### config.mk
export PLATFORM = sky130hd
export DESIGN_NAME = dsc_channel
export DESIGN_NICKNAME = d
export VERILOG_FILES = /design/src/dsc_pkg.sv /design/src/dsc_channel.sv /design/src/dsc_fifo.sv
export SDC_FILE = /design/constraint.sdc
export NUM_CORES = 1
export LEC_CHECK = 0
export BUFFER_PORTS_ARGS = -buffer_cell sky130_fd_sc_hd__clkbuf_2
export CORE_AREA = 2 2 187 326
export CTS_BUF_LIST = sky130_fd_sc_hd__clkbuf_2
export DETAILED_ROUTE_END_ITERATION = 16
export DIE_AREA = 0 0 189 328
export PLACE_DENSITY = 0.67
export SYNTH_ARGS = -nofsm -noshare
export SYNTH_HDL_FRONTEND = slang
export SYNTH_SLANG_ARGS = --single-unit
### constraint.sdc
create_clock -name CLK_SYS -period 3.3 [get_ports CLK_SYS]
set_input_delay 0.33 -clock CLK_SYS [delete_from_list [all_inputs] [get_ports CLK_SYS]]
set_output_delay 0.33 -clock CLK_SYS [all_outputs]
set_load 0.05 [all_outputs]
### src/dsc_pkg.sv
package dsc_pkg;

    // ------------------------------------------------------------------
    // Widths and reset values
    // ------------------------------------------------------------------
    localparam int          DSC_CNT_W      = 16;
    localparam int          DSC_ADDR_W     = 20;
    localparam int          DSC_DATA_W     = 16;
    localparam int          DSC_FIFO_DEPTH = 16;
    localparam int          DSC_FIFO_AW    = 4;
    localparam logic [15:0] DSC_CNT_ZERO   = 16'h0000;
    localparam logic [15:0] DSC_CNT_ONE    = 16'h0001;
    localparam logic [19:0] DSC_ADDR_RST   = 20'h00000;
    localparam logic [19:0] DSC_ADDR_ONE   = 20'h00001;
    localparam logic [19:0] DSC_WORD_MASK  = 20'h0FFFF;

    // ------------------------------------------------------------------
    // Types
    // ------------------------------------------------------------------
    typedef enum logic [1:0] {
        DSC_IDLE  = 2'b00,
        DSC_WAIT  = 2'b01,
        DSC_XFER  = 2'b10
    } dsc_state_t;

    // Write from the CPU or the debug port to one channel's configuration.
    typedef struct packed {
        logic                  en_wr;    // Write of channel_enable_bit.
        logic                  en_val;
        logic                  cnt_wr;   // Write of transfer_count_reg.
        logic [DSC_CNT_W-1:0]  cnt_val;
        logic                  src_wr;   // Write of source_address_reg.
        logic                  dst_wr;   // Write of destination_address_reg.
        logic                  wide;     // 1: 20-bit write, 0: 16-bit word write.
        logic [DSC_ADDR_W-1:0] addr_val;
    } dsc_cfg_t;

    // Observed status of the channel.
    typedef struct packed {
        logic                  enable;
        logic                  busy;
        logic [DSC_CNT_W-1:0]  count;
        logic [DSC_ADDR_W-1:0] src;
        logic [DSC_ADDR_W-1:0] dst;
    } dsc_stat_t;

    // One word in flight, carried through the buffer with its destination.
    typedef struct packed {
        logic [DSC_ADDR_W-1:0] addr;
        logic [DSC_DATA_W-1:0] data;
    } dsc_word_t;

endpackage : dsc_pkg

### src/dsc_channel.sv
// Contract
// - When the live count reaches zero, restore it from the size shadow.
// - In single modes, enable falling reloads the count from the shadow.
// - The count register is updated when each transaction completes.
// - A count write while idle and disabled becomes the programmed count.
// - A count write while active changes the live counter immediately.
// - Channel transfers never modify any channel's address registers.
// - Transfers started inside a CPU flag read-modify-write keep set flags.
// - An interrupted 20-bit address write may leave an unpredictable value.
// - The inhibit bit holds transfers off during CPU read-modify-writes.
`timescale 1ns/10ps
module dsc_channel
    import dsc_pkg::*;
(
    // Clock and reset.
    input  wire logic                  CLK_SYS,
    input  wire logic                  RESETN,
    // Configuration port (CPU or debug port only).
    input  wire dsc_cfg_t              CFG,
    input  wire logic                  REPEAT_MODE,
    input  wire logic                  RMW_TRANSFER_INHIBIT,
    input  wire logic                  CPU_RMW,
    // Trigger and source data.
    input  wire logic                  TRIGGER,
    input  wire logic [DSC_DATA_W-1:0] SRC_DATA,
    // Destination side, drained through the FIFO.
    output logic                       DST_VALID,
    input  wire logic                  DST_READY,
    output logic [DSC_DATA_W-1:0]      DST_DATA,
    output logic [DSC_ADDR_W-1:0]      DST_ADDR,
    // Status.
    output dsc_stat_t                  STATUS,
    output logic                       XFER_DONE
);
    // ------------------------------------------------------------------
    // State
    // ------------------------------------------------------------------
    // The shadow keeps the programmed size; count is the live counter that
    // software sees. cur_dst is the address of the next word to be taken.
    typedef struct packed {
        dsc_state_t            fsm;
        logic                  enable;
        logic                  busy;
        logic [DSC_CNT_W-1:0]  shadow;
        logic [DSC_CNT_W-1:0]  count;
        logic [DSC_ADDR_W-1:0] src;
        logic [DSC_ADDR_W-1:0] dst;
        logic [DSC_ADDR_W-1:0] cur_dst;
        logic                  done;
        logic                  ovalid;
        logic [DSC_DATA_W-1:0] odata;
        logic [DSC_ADDR_W-1:0] oaddr;
    } dsc_ch_st_t;

    dsc_ch_st_t            st;
    dsc_ch_st_t            next_st;
    logic                  fifo_in_ready;
    logic                  fifo_out_valid;
    logic                  fifo_out_ready;
    dsc_word_t             fifo_in_word;
    dsc_word_t             fifo_out_word;
    logic [DSC_ADDR_W-1:0] addr_wr_val;
    logic                  go;
    logic                  hold;

    // ------------------------------------------------------------------
    // Data buffer
    // ------------------------------------------------------------------
    // The output stage pulls from the FIFO whenever it is free or emptying.
    assign fifo_out_ready = !st.ovalid || DST_READY;

    // Each word travels with its own destination address, so the address shown
    // beside a word stays right however far the buffer has filled up.
    assign fifo_in_word.addr = st.cur_dst;
    assign fifo_in_word.data = SRC_DATA;

    dsc_fifo #(
        .WIDTH ($bits(dsc_word_t)),
        .DEPTH (DSC_FIFO_DEPTH),
        .AW    (DSC_FIFO_AW)
    ) u_fifo (
        .clk       (CLK_SYS),
        .resetn    (RESETN),
        .in_valid  (go),
        .in_ready  (fifo_in_ready),
        .in_data   (fifo_in_word),
        .out_valid (fifo_out_valid),
        .out_ready (fifo_out_ready),
        .out_data  (fifo_out_word)
    );

    // ------------------------------------------------------------------
    // Transaction gate and address write value
    // ------------------------------------------------------------------
    // A transaction is held off during a CPU read-modify-write when inhibited,
    // so a flag write-back is never split by a transfer.
    assign hold = RMW_TRANSFER_INHIBIT && CPU_RMW;
    assign go   = (st.fsm == DSC_XFER) && !hold && fifo_in_ready;

    // A word write clears the upper address bits; a wide write is stored as
    // written, even when it lands in the same cycle as a transaction.
    assign addr_wr_val = CFG.wide ? CFG.addr_val : (CFG.addr_val & DSC_WORD_MASK);

    // ------------------------------------------------------------------
    // Next state
    // ------------------------------------------------------------------
    // Transfers feed the FIFO and update count and enable; addresses change from CFG alone.
    always_comb begin
        next_st      = st;
        next_st.done = 1'b0;
        // Sequencer: wait for trigger, move one word per transaction.
        unique case (st.fsm)
            DSC_IDLE: begin
                // Nothing moves until the enable bit is set.
            end
            DSC_WAIT: begin
                if (TRIGGER && st.enable) begin
                    next_st.fsm     = DSC_XFER;
                    next_st.cur_dst = st.dst;
                end
            end
            DSC_XFER: begin
                if (go) begin
                    next_st.cur_dst = st.cur_dst + DSC_ADDR_ONE;
                    // Last transaction: restore the count, then end or rearm.
                    if (st.count == DSC_CNT_ONE) begin
                        next_st.count = st.shadow;
                        next_st.done  = 1'b1;
                        if (REPEAT_MODE && st.enable) begin
                            next_st.fsm = DSC_WAIT;
                        end else begin
                            next_st.fsm    = DSC_IDLE;
                            next_st.enable = 1'b0;
                        end
                    end else begin
                        next_st.count = st.count - DSC_CNT_ONE;
                    end
                end
            end
            default: begin
                next_st.fsm = DSC_IDLE;
            end
        endcase
        // Enable bit and its falling edge; placed after the sequencer so a
        // single-mode disable in the cycle of a transaction still reloads the count.
        if (CFG.en_wr) begin
            if (st.enable && !CFG.en_val) begin
                next_st.enable = 1'b0;
                next_st.fsm    = DSC_IDLE;
                if (!REPEAT_MODE) begin
                    next_st.count = st.shadow;
                end
            end else if (!st.enable && CFG.en_val) begin
                next_st.enable = 1'b1;
                next_st.fsm    = DSC_WAIT;
            end
        end
        // Count writes: idle and disabled sets the programmed size; otherwise
        // the live counter changes at once and runs on until it hits zero.
        if (CFG.cnt_wr) begin
            next_st.count = CFG.cnt_val;
            if (st.fsm == DSC_IDLE && !st.enable) begin
                next_st.shadow = CFG.cnt_val;
            end
        end
        // Address writes come only from the configuration port; transfers have
        // no path into any channel's address registers.
        if (CFG.src_wr) begin
            next_st.src = addr_wr_val;
        end
        if (CFG.dst_wr) begin
            next_st.dst = addr_wr_val;
        end
        // Output stage.
        if (fifo_out_ready) begin
            next_st.ovalid = fifo_out_valid;
            if (fifo_out_valid) begin
                next_st.odata = fifo_out_word.data;
                next_st.oaddr = fifo_out_word.addr;
            end
        end
        // Busy is kept as a flop of its own so that the status output is
        // registered and follows the sequencer state of the same cycle.
        next_st.busy = (next_st.fsm != DSC_IDLE);
    end

    // ------------------------------------------------------------------
    // State register
    // ------------------------------------------------------------------
    // All control state returns to idle, disabled and zero on reset.
    always_ff @(posedge CLK_SYS or negedge RESETN) begin
        if (!RESETN) begin
            st         <= '0;
            st.fsm     <= DSC_IDLE;
            st.shadow  <= DSC_CNT_ZERO;
            st.count   <= DSC_CNT_ZERO;
            st.src     <= DSC_ADDR_RST;
            st.dst     <= DSC_ADDR_RST;
            st.cur_dst <= DSC_ADDR_RST;
        end else begin
            st <= next_st;
        end
    end

    // ------------------------------------------------------------------
    // Outputs
    // ------------------------------------------------------------------
    // Outputs straight from the state register.
    assign DST_VALID     = st.ovalid;
    assign DST_DATA      = st.odata;
    assign DST_ADDR      = st.oaddr;
    assign XFER_DONE     = st.done;
    assign STATUS.enable = st.enable;
    assign STATUS.busy   = st.busy;
    assign STATUS.count  = st.count;
    assign STATUS.src    = st.src;
    assign STATUS.dst    = st.dst;
endmodule : dsc_channel

### src/dsc_fifo.sv
`timescale 1ns/10ps
module dsc_fifo #(
    parameter int WIDTH = 16,
    parameter int DEPTH = 16,
    parameter int AW    = 4
) (
    // Clock and reset.
    input  wire logic             clk,
    input  wire logic             resetn,
    // Fill side.
    input  wire logic             in_valid,
    output logic                  in_ready,
    input  wire logic [WIDTH-1:0] in_data,
    // Drain side.
    output logic                  out_valid,
    input  wire logic             out_ready,
    output logic [WIDTH-1:0]      out_data
);
    typedef struct packed {
        logic [AW-1:0] wp;
        logic [AW-1:0] rp;
        logic [AW:0]   cnt;
    } dsc_fifo_st_t;

    dsc_fifo_st_t     st;
    dsc_fifo_st_t     next_st;
    logic [WIDTH-1:0] mem [DEPTH];
    logic             push;
    logic             pop;

    // Handshakes and flags follow the occupancy count.
    assign in_ready  = (st.cnt != (AW+1)'(DEPTH));
    assign out_valid = (st.cnt != '0);
    assign out_data  = mem[st.rp];
    assign push      = in_valid && in_ready;
    assign pop       = out_valid && out_ready;

    // Next pointer and count values.
    always_comb begin
        next_st = st;
        if (push) begin
            next_st.wp = st.wp + 1'b1;
        end
        if (pop) begin
            next_st.rp = st.rp + 1'b1;
        end
        next_st.cnt = st.cnt + (AW+1)'(push) - (AW+1)'(pop);
    end

    // State register.
    always_ff @(posedge clk or negedge resetn) begin
        if (!resetn) begin
            st <= '0;
        end else begin
            st <= next_st;
        end
    end

    // Storage array, written on each accepted word.
    always_ff @(posedge clk) begin
        if (push) begin
            mem[st.wp] <= in_data;
        end
    end
endmodule : dsc_fifo

# Word-level counts from Yosys, hierarchy flattened
# Memory sizes are Yosys's and may differ from the RTL's. A register that Yosys moved wholly into a read port is not among the register bits.
# Cells that the tools add are included.
op_classes:
  multipliers: 0
  n_eq_ne: 6
  addsub: 6
  bitwise: 0
  shifts: 0
  order_cmp: 0
  reduce_logical: 23
  n_div: 0
  muxes: 25
op_table:
  columns: ["op", "count"]
  rows:
  - ["16-bit two-way mux", 7]
  - ["20-bit two-way mux", 2]
  - ["20-bit one-hot mux with 2 select lines", 1]
  - ["21-bit two-way mux", 1]
  - ["20-bit by 1-bit adder with 20-bit output (second input constant)", 1]
  - ["16-bit by 1-bit == test with 1-bit output (second input constant)", 1]
  - ["16-bit by 1-bit subtractor with 16-bit output (second input constant)", 1]
  - ["3-bit two-way mux", 5]
  - ["1-bit logical AND", 10]
  - ["4-bit by 1-bit adder with 4-bit output (second input constant)", 2]
  - ["1-bit two-way mux", 7]
  - ["2-bit one-hot mux with 3 select lines", 1]
  - ["5-bit by 1-bit adder with 5-bit output", 1]
  - ["1-bit zero test", 5]
  - ["5-bit != test (second input constant)", 1]
  - ["5-bit nonzero test", 1]
  - ["5-bit by 1-bit subtractor with 5-bit output", 1]
  - ["2-bit AND reduction", 2]
  - ["2-bit nonzero test", 2]
  - ["3-bit AND reduction", 1]
  - ["2-bit by 1-bit == test with 1-bit output (second input constant)", 1]
  - ["2-bit == test (second input constant)", 1]
  - ["2-bit zero test", 1]
  - ["2-bit two-way mux", 1]
  - ["3 further kinds", 3]
word_totals:
  romBits: 0
  mem_bits_rw: 576
  regBits: 111
  output_inout_bits: 96
  mem_count: 1
  in_bits: 65
  word_cells: 74
  latchBits: 0
memory_table:
  columns: ["memory", "depth", "word_bits", "rd", "rd_clocked_by_memory_dff", "write_ports", "line", "source"]
  rows:
  - ["u_fifo.mem", 16, 36, 1, 1, 1, "dsc_fifo.sv:27", "logic [WIDTH-1:0] mem [DEPTH];"]

# Logic depth before layout (Yosys ltp)
depth:
  ltp_word: 10
  mapped_depth: 14
  mapped_depth_nobuf: 13

# Cells and area by module
# Synthesis repeated with hierarchy kept, for this count alone.
hier_totals:
  hier_cells: 1762
  hier_area_um2: 29783.6
by_module_without_submodules:
  columns: ["mod", "seq_area_each_um2", "cells_per_inst", "n_inst", "area_each_um2"]
  rows:
  - ["dsc_fifo", 17621.9, 1122, 1, 22892.0]
  - ["dsc_channel", 3353.2, 640, 1, 6891.6]

# Least setup slack after synthesis
# OpenSTA, ideal clock, no wires.
synth_path:
  path_type: "reg2reg"
  from: "register u_fifo.st[2] (netlist name)"
  to: "memory u_fifo.mem[4][0] (netlist name), enable pin"
  setup_ps: 397
  stages_incl_launch_ff: 11
  t_required_ps: 2903
  path_buffers: 2
  t_arrival_ps: 2536
  slack_ps: 367
  period_less_slack_ps: 2933
  path_cell_list: "dfrtp_1 -> inv_1 -> ha_1 -> nand4bb_1 -> nand3_1 -> inv_1 -> clkbuf_1 -> buf_1 -> nand2_1 -> nor2_1 -> and2_1"
synth_via:
  elab_chain_cells: 5
synth_lines:
  columns: ["item", "line", "source"]
  rows:
  - ["start, declared", "dsc_fifo.sv:25", "dsc_fifo_st_t st;"]
  - ["start signal, assigned", "dsc_fifo.sv:55", "st <= next_st;"]
  - ["5-bit != test *", "dsc_fifo.sv:32", "assign in_ready = (st.cnt != (AW+1)'(DEPTH));"]
  - ["1-bit logical AND", "dsc_channel.sv:98", "assign go = (st.fsm == DSC_XFER) && !hold && fifo_in_ready;"]
  - ["1-bit logical AND *", "dsc_fifo.sv:35", "assign push = in_valid && in_ready;"]
  - ["1-bit two-way mux *", "dsc_fifo.sv:61", "if (push) begin"]
  - ["1-bit two-way mux (implied by the code) *", "dsc_fifo.sv:62", "mem[st.wp] <= in_data;"]
  - ["end, declared", "dsc_fifo.sv:27", null]
# Every way passes the cells marked *; elsewhere a longest branch is shown, timed or not.

==> flow_summary.yaml <==
run_status:
  status: "completed"
detailed_routing:
  route.detailed.drc: 0
  drt_iter0_drc: 1216
  routed_wl_mm: 68.3
  viasPerCell: 5.72
  vias: 16465
  wl_per_cell_um: 23.7
  ant_nets: 0
  firstDrtPassIters: 5
place:
  placed_cell_area_sq_um: 30800
  port_buffers: 160
  place_ws_ns: 0.509
  gp_congestion: 0.824
  dp_cells: 2473
  dp_hpwl_mm: 38.7
layout:
  area_delta_synth_final_pct: 14.5
  regArea_sq_um: 21000
  nets: 2057
  drive_gt1_share_pct: 32.5
  fin_util_pct: 56.8
  stdcell_area_sq_um: 33600
  multi_input_area_sq_um: 7300
  nFillCells: 4530
  instances_no_fill: 2881
synth:
  synth_edf_count: 576
  ys_seq_elements: 723
  synth_compound_area_share_pct: 5.24
  seq_area_frac_synth_pct: 71.4
  synth_cell_types: 64
  synth_top_family_by_area: "multiplexers"
  syn-num-nets: 1736
  synthFlopType: "edfxtp_1"
  synth_adder_area_share_pct: 0.664
  ys_async_sr_fraction_pct: 20.3
  synthMuxAreaShare_pct: 14.6
  synth_xor_area_share_pct: 0.417
  synth_area_per_cell_sq_um: 17.7
  synth_area_sq_um: 29400
  yosys_warnings: 0
  yosys.area_share.simple_pct: 3.80
  syn_inst: 1656
timing:
  clock_skew_ns: 0.0729
  worstMarginPinSlew_ns: 1.04
  fin_ws_ns: 0.149
  fin_crit_ns: 3.15
  rsz0062_at_grt: "no"
  finalCritPeriodShare_pct: 95.5
  hold_slack_ns: 0.130
  fin_tns_setup_ns: 0
  setup_violations: 0
  fmax_mhz: 317
  hold_viol: 0
  relSlewSlack_pct: 30.3
  slew_viol_final: 0
setup_path:
  worstSetupStartpointType: "flop"
  timing.rr.start: "STATUS[42]"
  path_max_fanout: 11
  crit_slowest_cell: "or4_1"
  cp-endpoint: "STATUS[55]"
  critical_path_buf_inv_count: 2
  cp.depth: 7
  startpoint: "STATUS[42]"
  crit_chain: "or4_1, nor4_4, buf_4, nand2_2, o41a_1, o41ai_1, dlygate4sd3_1"
  end_kind: "flop"
  slowest_delay_ns: 0.68
  worst-setup-path-type: "reg2reg"
  cp.required_ns: 4.40
  path_delay_family: "simple AND/OR/NAND/NOR gates"
  cp.arrival_ns: 4.25
  r2r_cells: 7
  r2r_end: "STATUS[55]"
  rrSetupSlack_ns: 0.15
global_route:
  grt_pass1_wl_mm: 104
  antenna_found_initial: 1
  grt_use_total_pct: 22.5
  grt_overflow: 0
  use_met2_pct: 40.8
  grt_busiest_layer: "met2"
  grt_max_degree: 122
  grt_pass1_vias: 17908
  met3_usage_pct: 4.00
  met1_usage_pct: 26.3
clock_tree:
  cts_sinks: 723
  postCtsSetupRepairBufs: 0
  root_buffer: "clkbuf_2"
  path_clk_slew_ns: 0.12
  clockBufferDepth: 3
  cts-htree-levels: 4
  cts_buffers: 157
  clock_latency_ns: 1.19
  cts_tree: "yes"
die:
  start_util_pct: 49.6
  ios: 161
  rows: 118
  core_sq_um: 59200
  die_area_sq_um: 62000
  fp.dieH_um: 328
  die_w_um: 189
worst_hold_path:
  hold_class: "in2reg"
power:
  design_power_total_mw: 25.1
  p_leak_nw: 12.5
  power_density_nw_per_um2: 745
  vdd_drop_max_uv: 611
run:
  max_cap_violations: 0
[state kept, by name, summed over array words and instances (netlist names)]
signal	count
DST_VALID	1
DST_ADDR	20
fifo_in_word	20
XFER_DONE	1
u_fifo.mem	576
DST_DATA	16
st	18
u_fifo.st	13
STATUS	58
[how the worst min path moves through the flow]
| stage | startpoint | slack [ns] | depth (start not counted) | end |
|---|---|---|---|---|
| after global placement | RESETN | 0.33 | 1 | STATUS[31] |
| after CTS | DST_READY | 0.003 | 4 | DST_VALID |
| after global routing | CFG[24] | 0.07 | 5 | STATUS[41] |
| after floorplan | RESETN | 0.03 | 0 | DST_ADDR[0] |
| final | SRC_DATA[1] | 0.13 | 2 | u_fifo.mem[0][1] |
| after detailed placement | RESETN | 0.34 | 1 | STATUS[31] |
[per-layer routing]
metal	routed length, um	vias up
li1	-	7196
met1	25500	8447
met2	37100	671
met3	3900	151
met4	1840	0
met5	0	-
[cells in the final DEF, fill, tap and decap left out, types with 10 or more instances in the layout]
cell           netlist  layout
nand2_1             57      57
dlygate4sd3_1        0     124
o221ai_1            16      16
nor2_1              36      36
nand3_1             22      22
mux4_2             134     134
a21oi_1             35      35
clkbuf_2             0     401
edfxtp_1           576     576
ha_1                14      14
and2_2               0      12
mux2i_1             74      74
buf_12               0      21
dfrtp_1            147     145
buf_4               94      33
mux2_2              47      47
o21ai_0             58      58
inv_1               28      27
a21o_1              40      40
a211oi_1            11      11
o22ai_1             29      29
clkinv_1             0      25
nand4_1             10      10
nand2b_1            18      18
[where the power goes]
part / internal, mW / switching (mW)
sequential: 11.0 / 1.01
clock: 2.33 / 3.40
combinational: 3.13 / 4.17
[what timing repair did]
item | CTS | global route
endpoints found under the setup margin | 0 | 3
hold buffers | 125 | 0
endpoints found under the hold margin | 508 | 0
gates resized for setup | 0 | 1
[area by class of cell]
cell class	instances	area share [%]
inverters	28	0.316
well taps	780	2.90
multi-input cells	728	21.7
clock inverters	40	0.945
diodes	1	0.00744
repair buffers	339	8.16
clock buffers	242	3.60
flip-flops and latches	723	62.4
[synthesized netlist by cell type (4+ instances only)]
master	n	area [sq um]
buf_4	94	706
or2_2	4	25.0
mux2_2	47	529
nor3b_1	4	30.0
nand3_1	22	110
nor2_1	36	135
a221o_1	6	60.1
xnor2_1	9	78.8
nor4_1	6	37.5
ha_1	14	175
a21oi_1	35	175
buf_2	16	80.1
mux4_2	134	3020
o22ai_1	29	181
dfrtp_1	147	3680
o211ai_1	4	30.0
nand2_1	57	214
nand4_1	10	62.6
a21o_1	40	300
clkbuf_1	55	206
a211oi_1	11	82.6
buf_1	11	41.3
inv_1	28	105
o21ai_0	58	290
xor2_1	5	43.8
nand2b_1	18	113
o31ai_1	7	52.6
nor3_1	9	45.0
mux2i_1	74	741
and2_1	15	93.8
o221ai_1	16	140
or3_1	4	25.0
edfxtp_1	576	17300
and3_1	7	43.8
a2bb2oi_1	4	35.0
[kinds of logic after synthesis]
kind of cell / Yosys count
fa+ha+maj: 15
flops: 723
mux: 255
xor+xnor: 14
buf+inv: 205
simple gates: 212
compound gates: 232
Power figures use the tool's default switching activity.
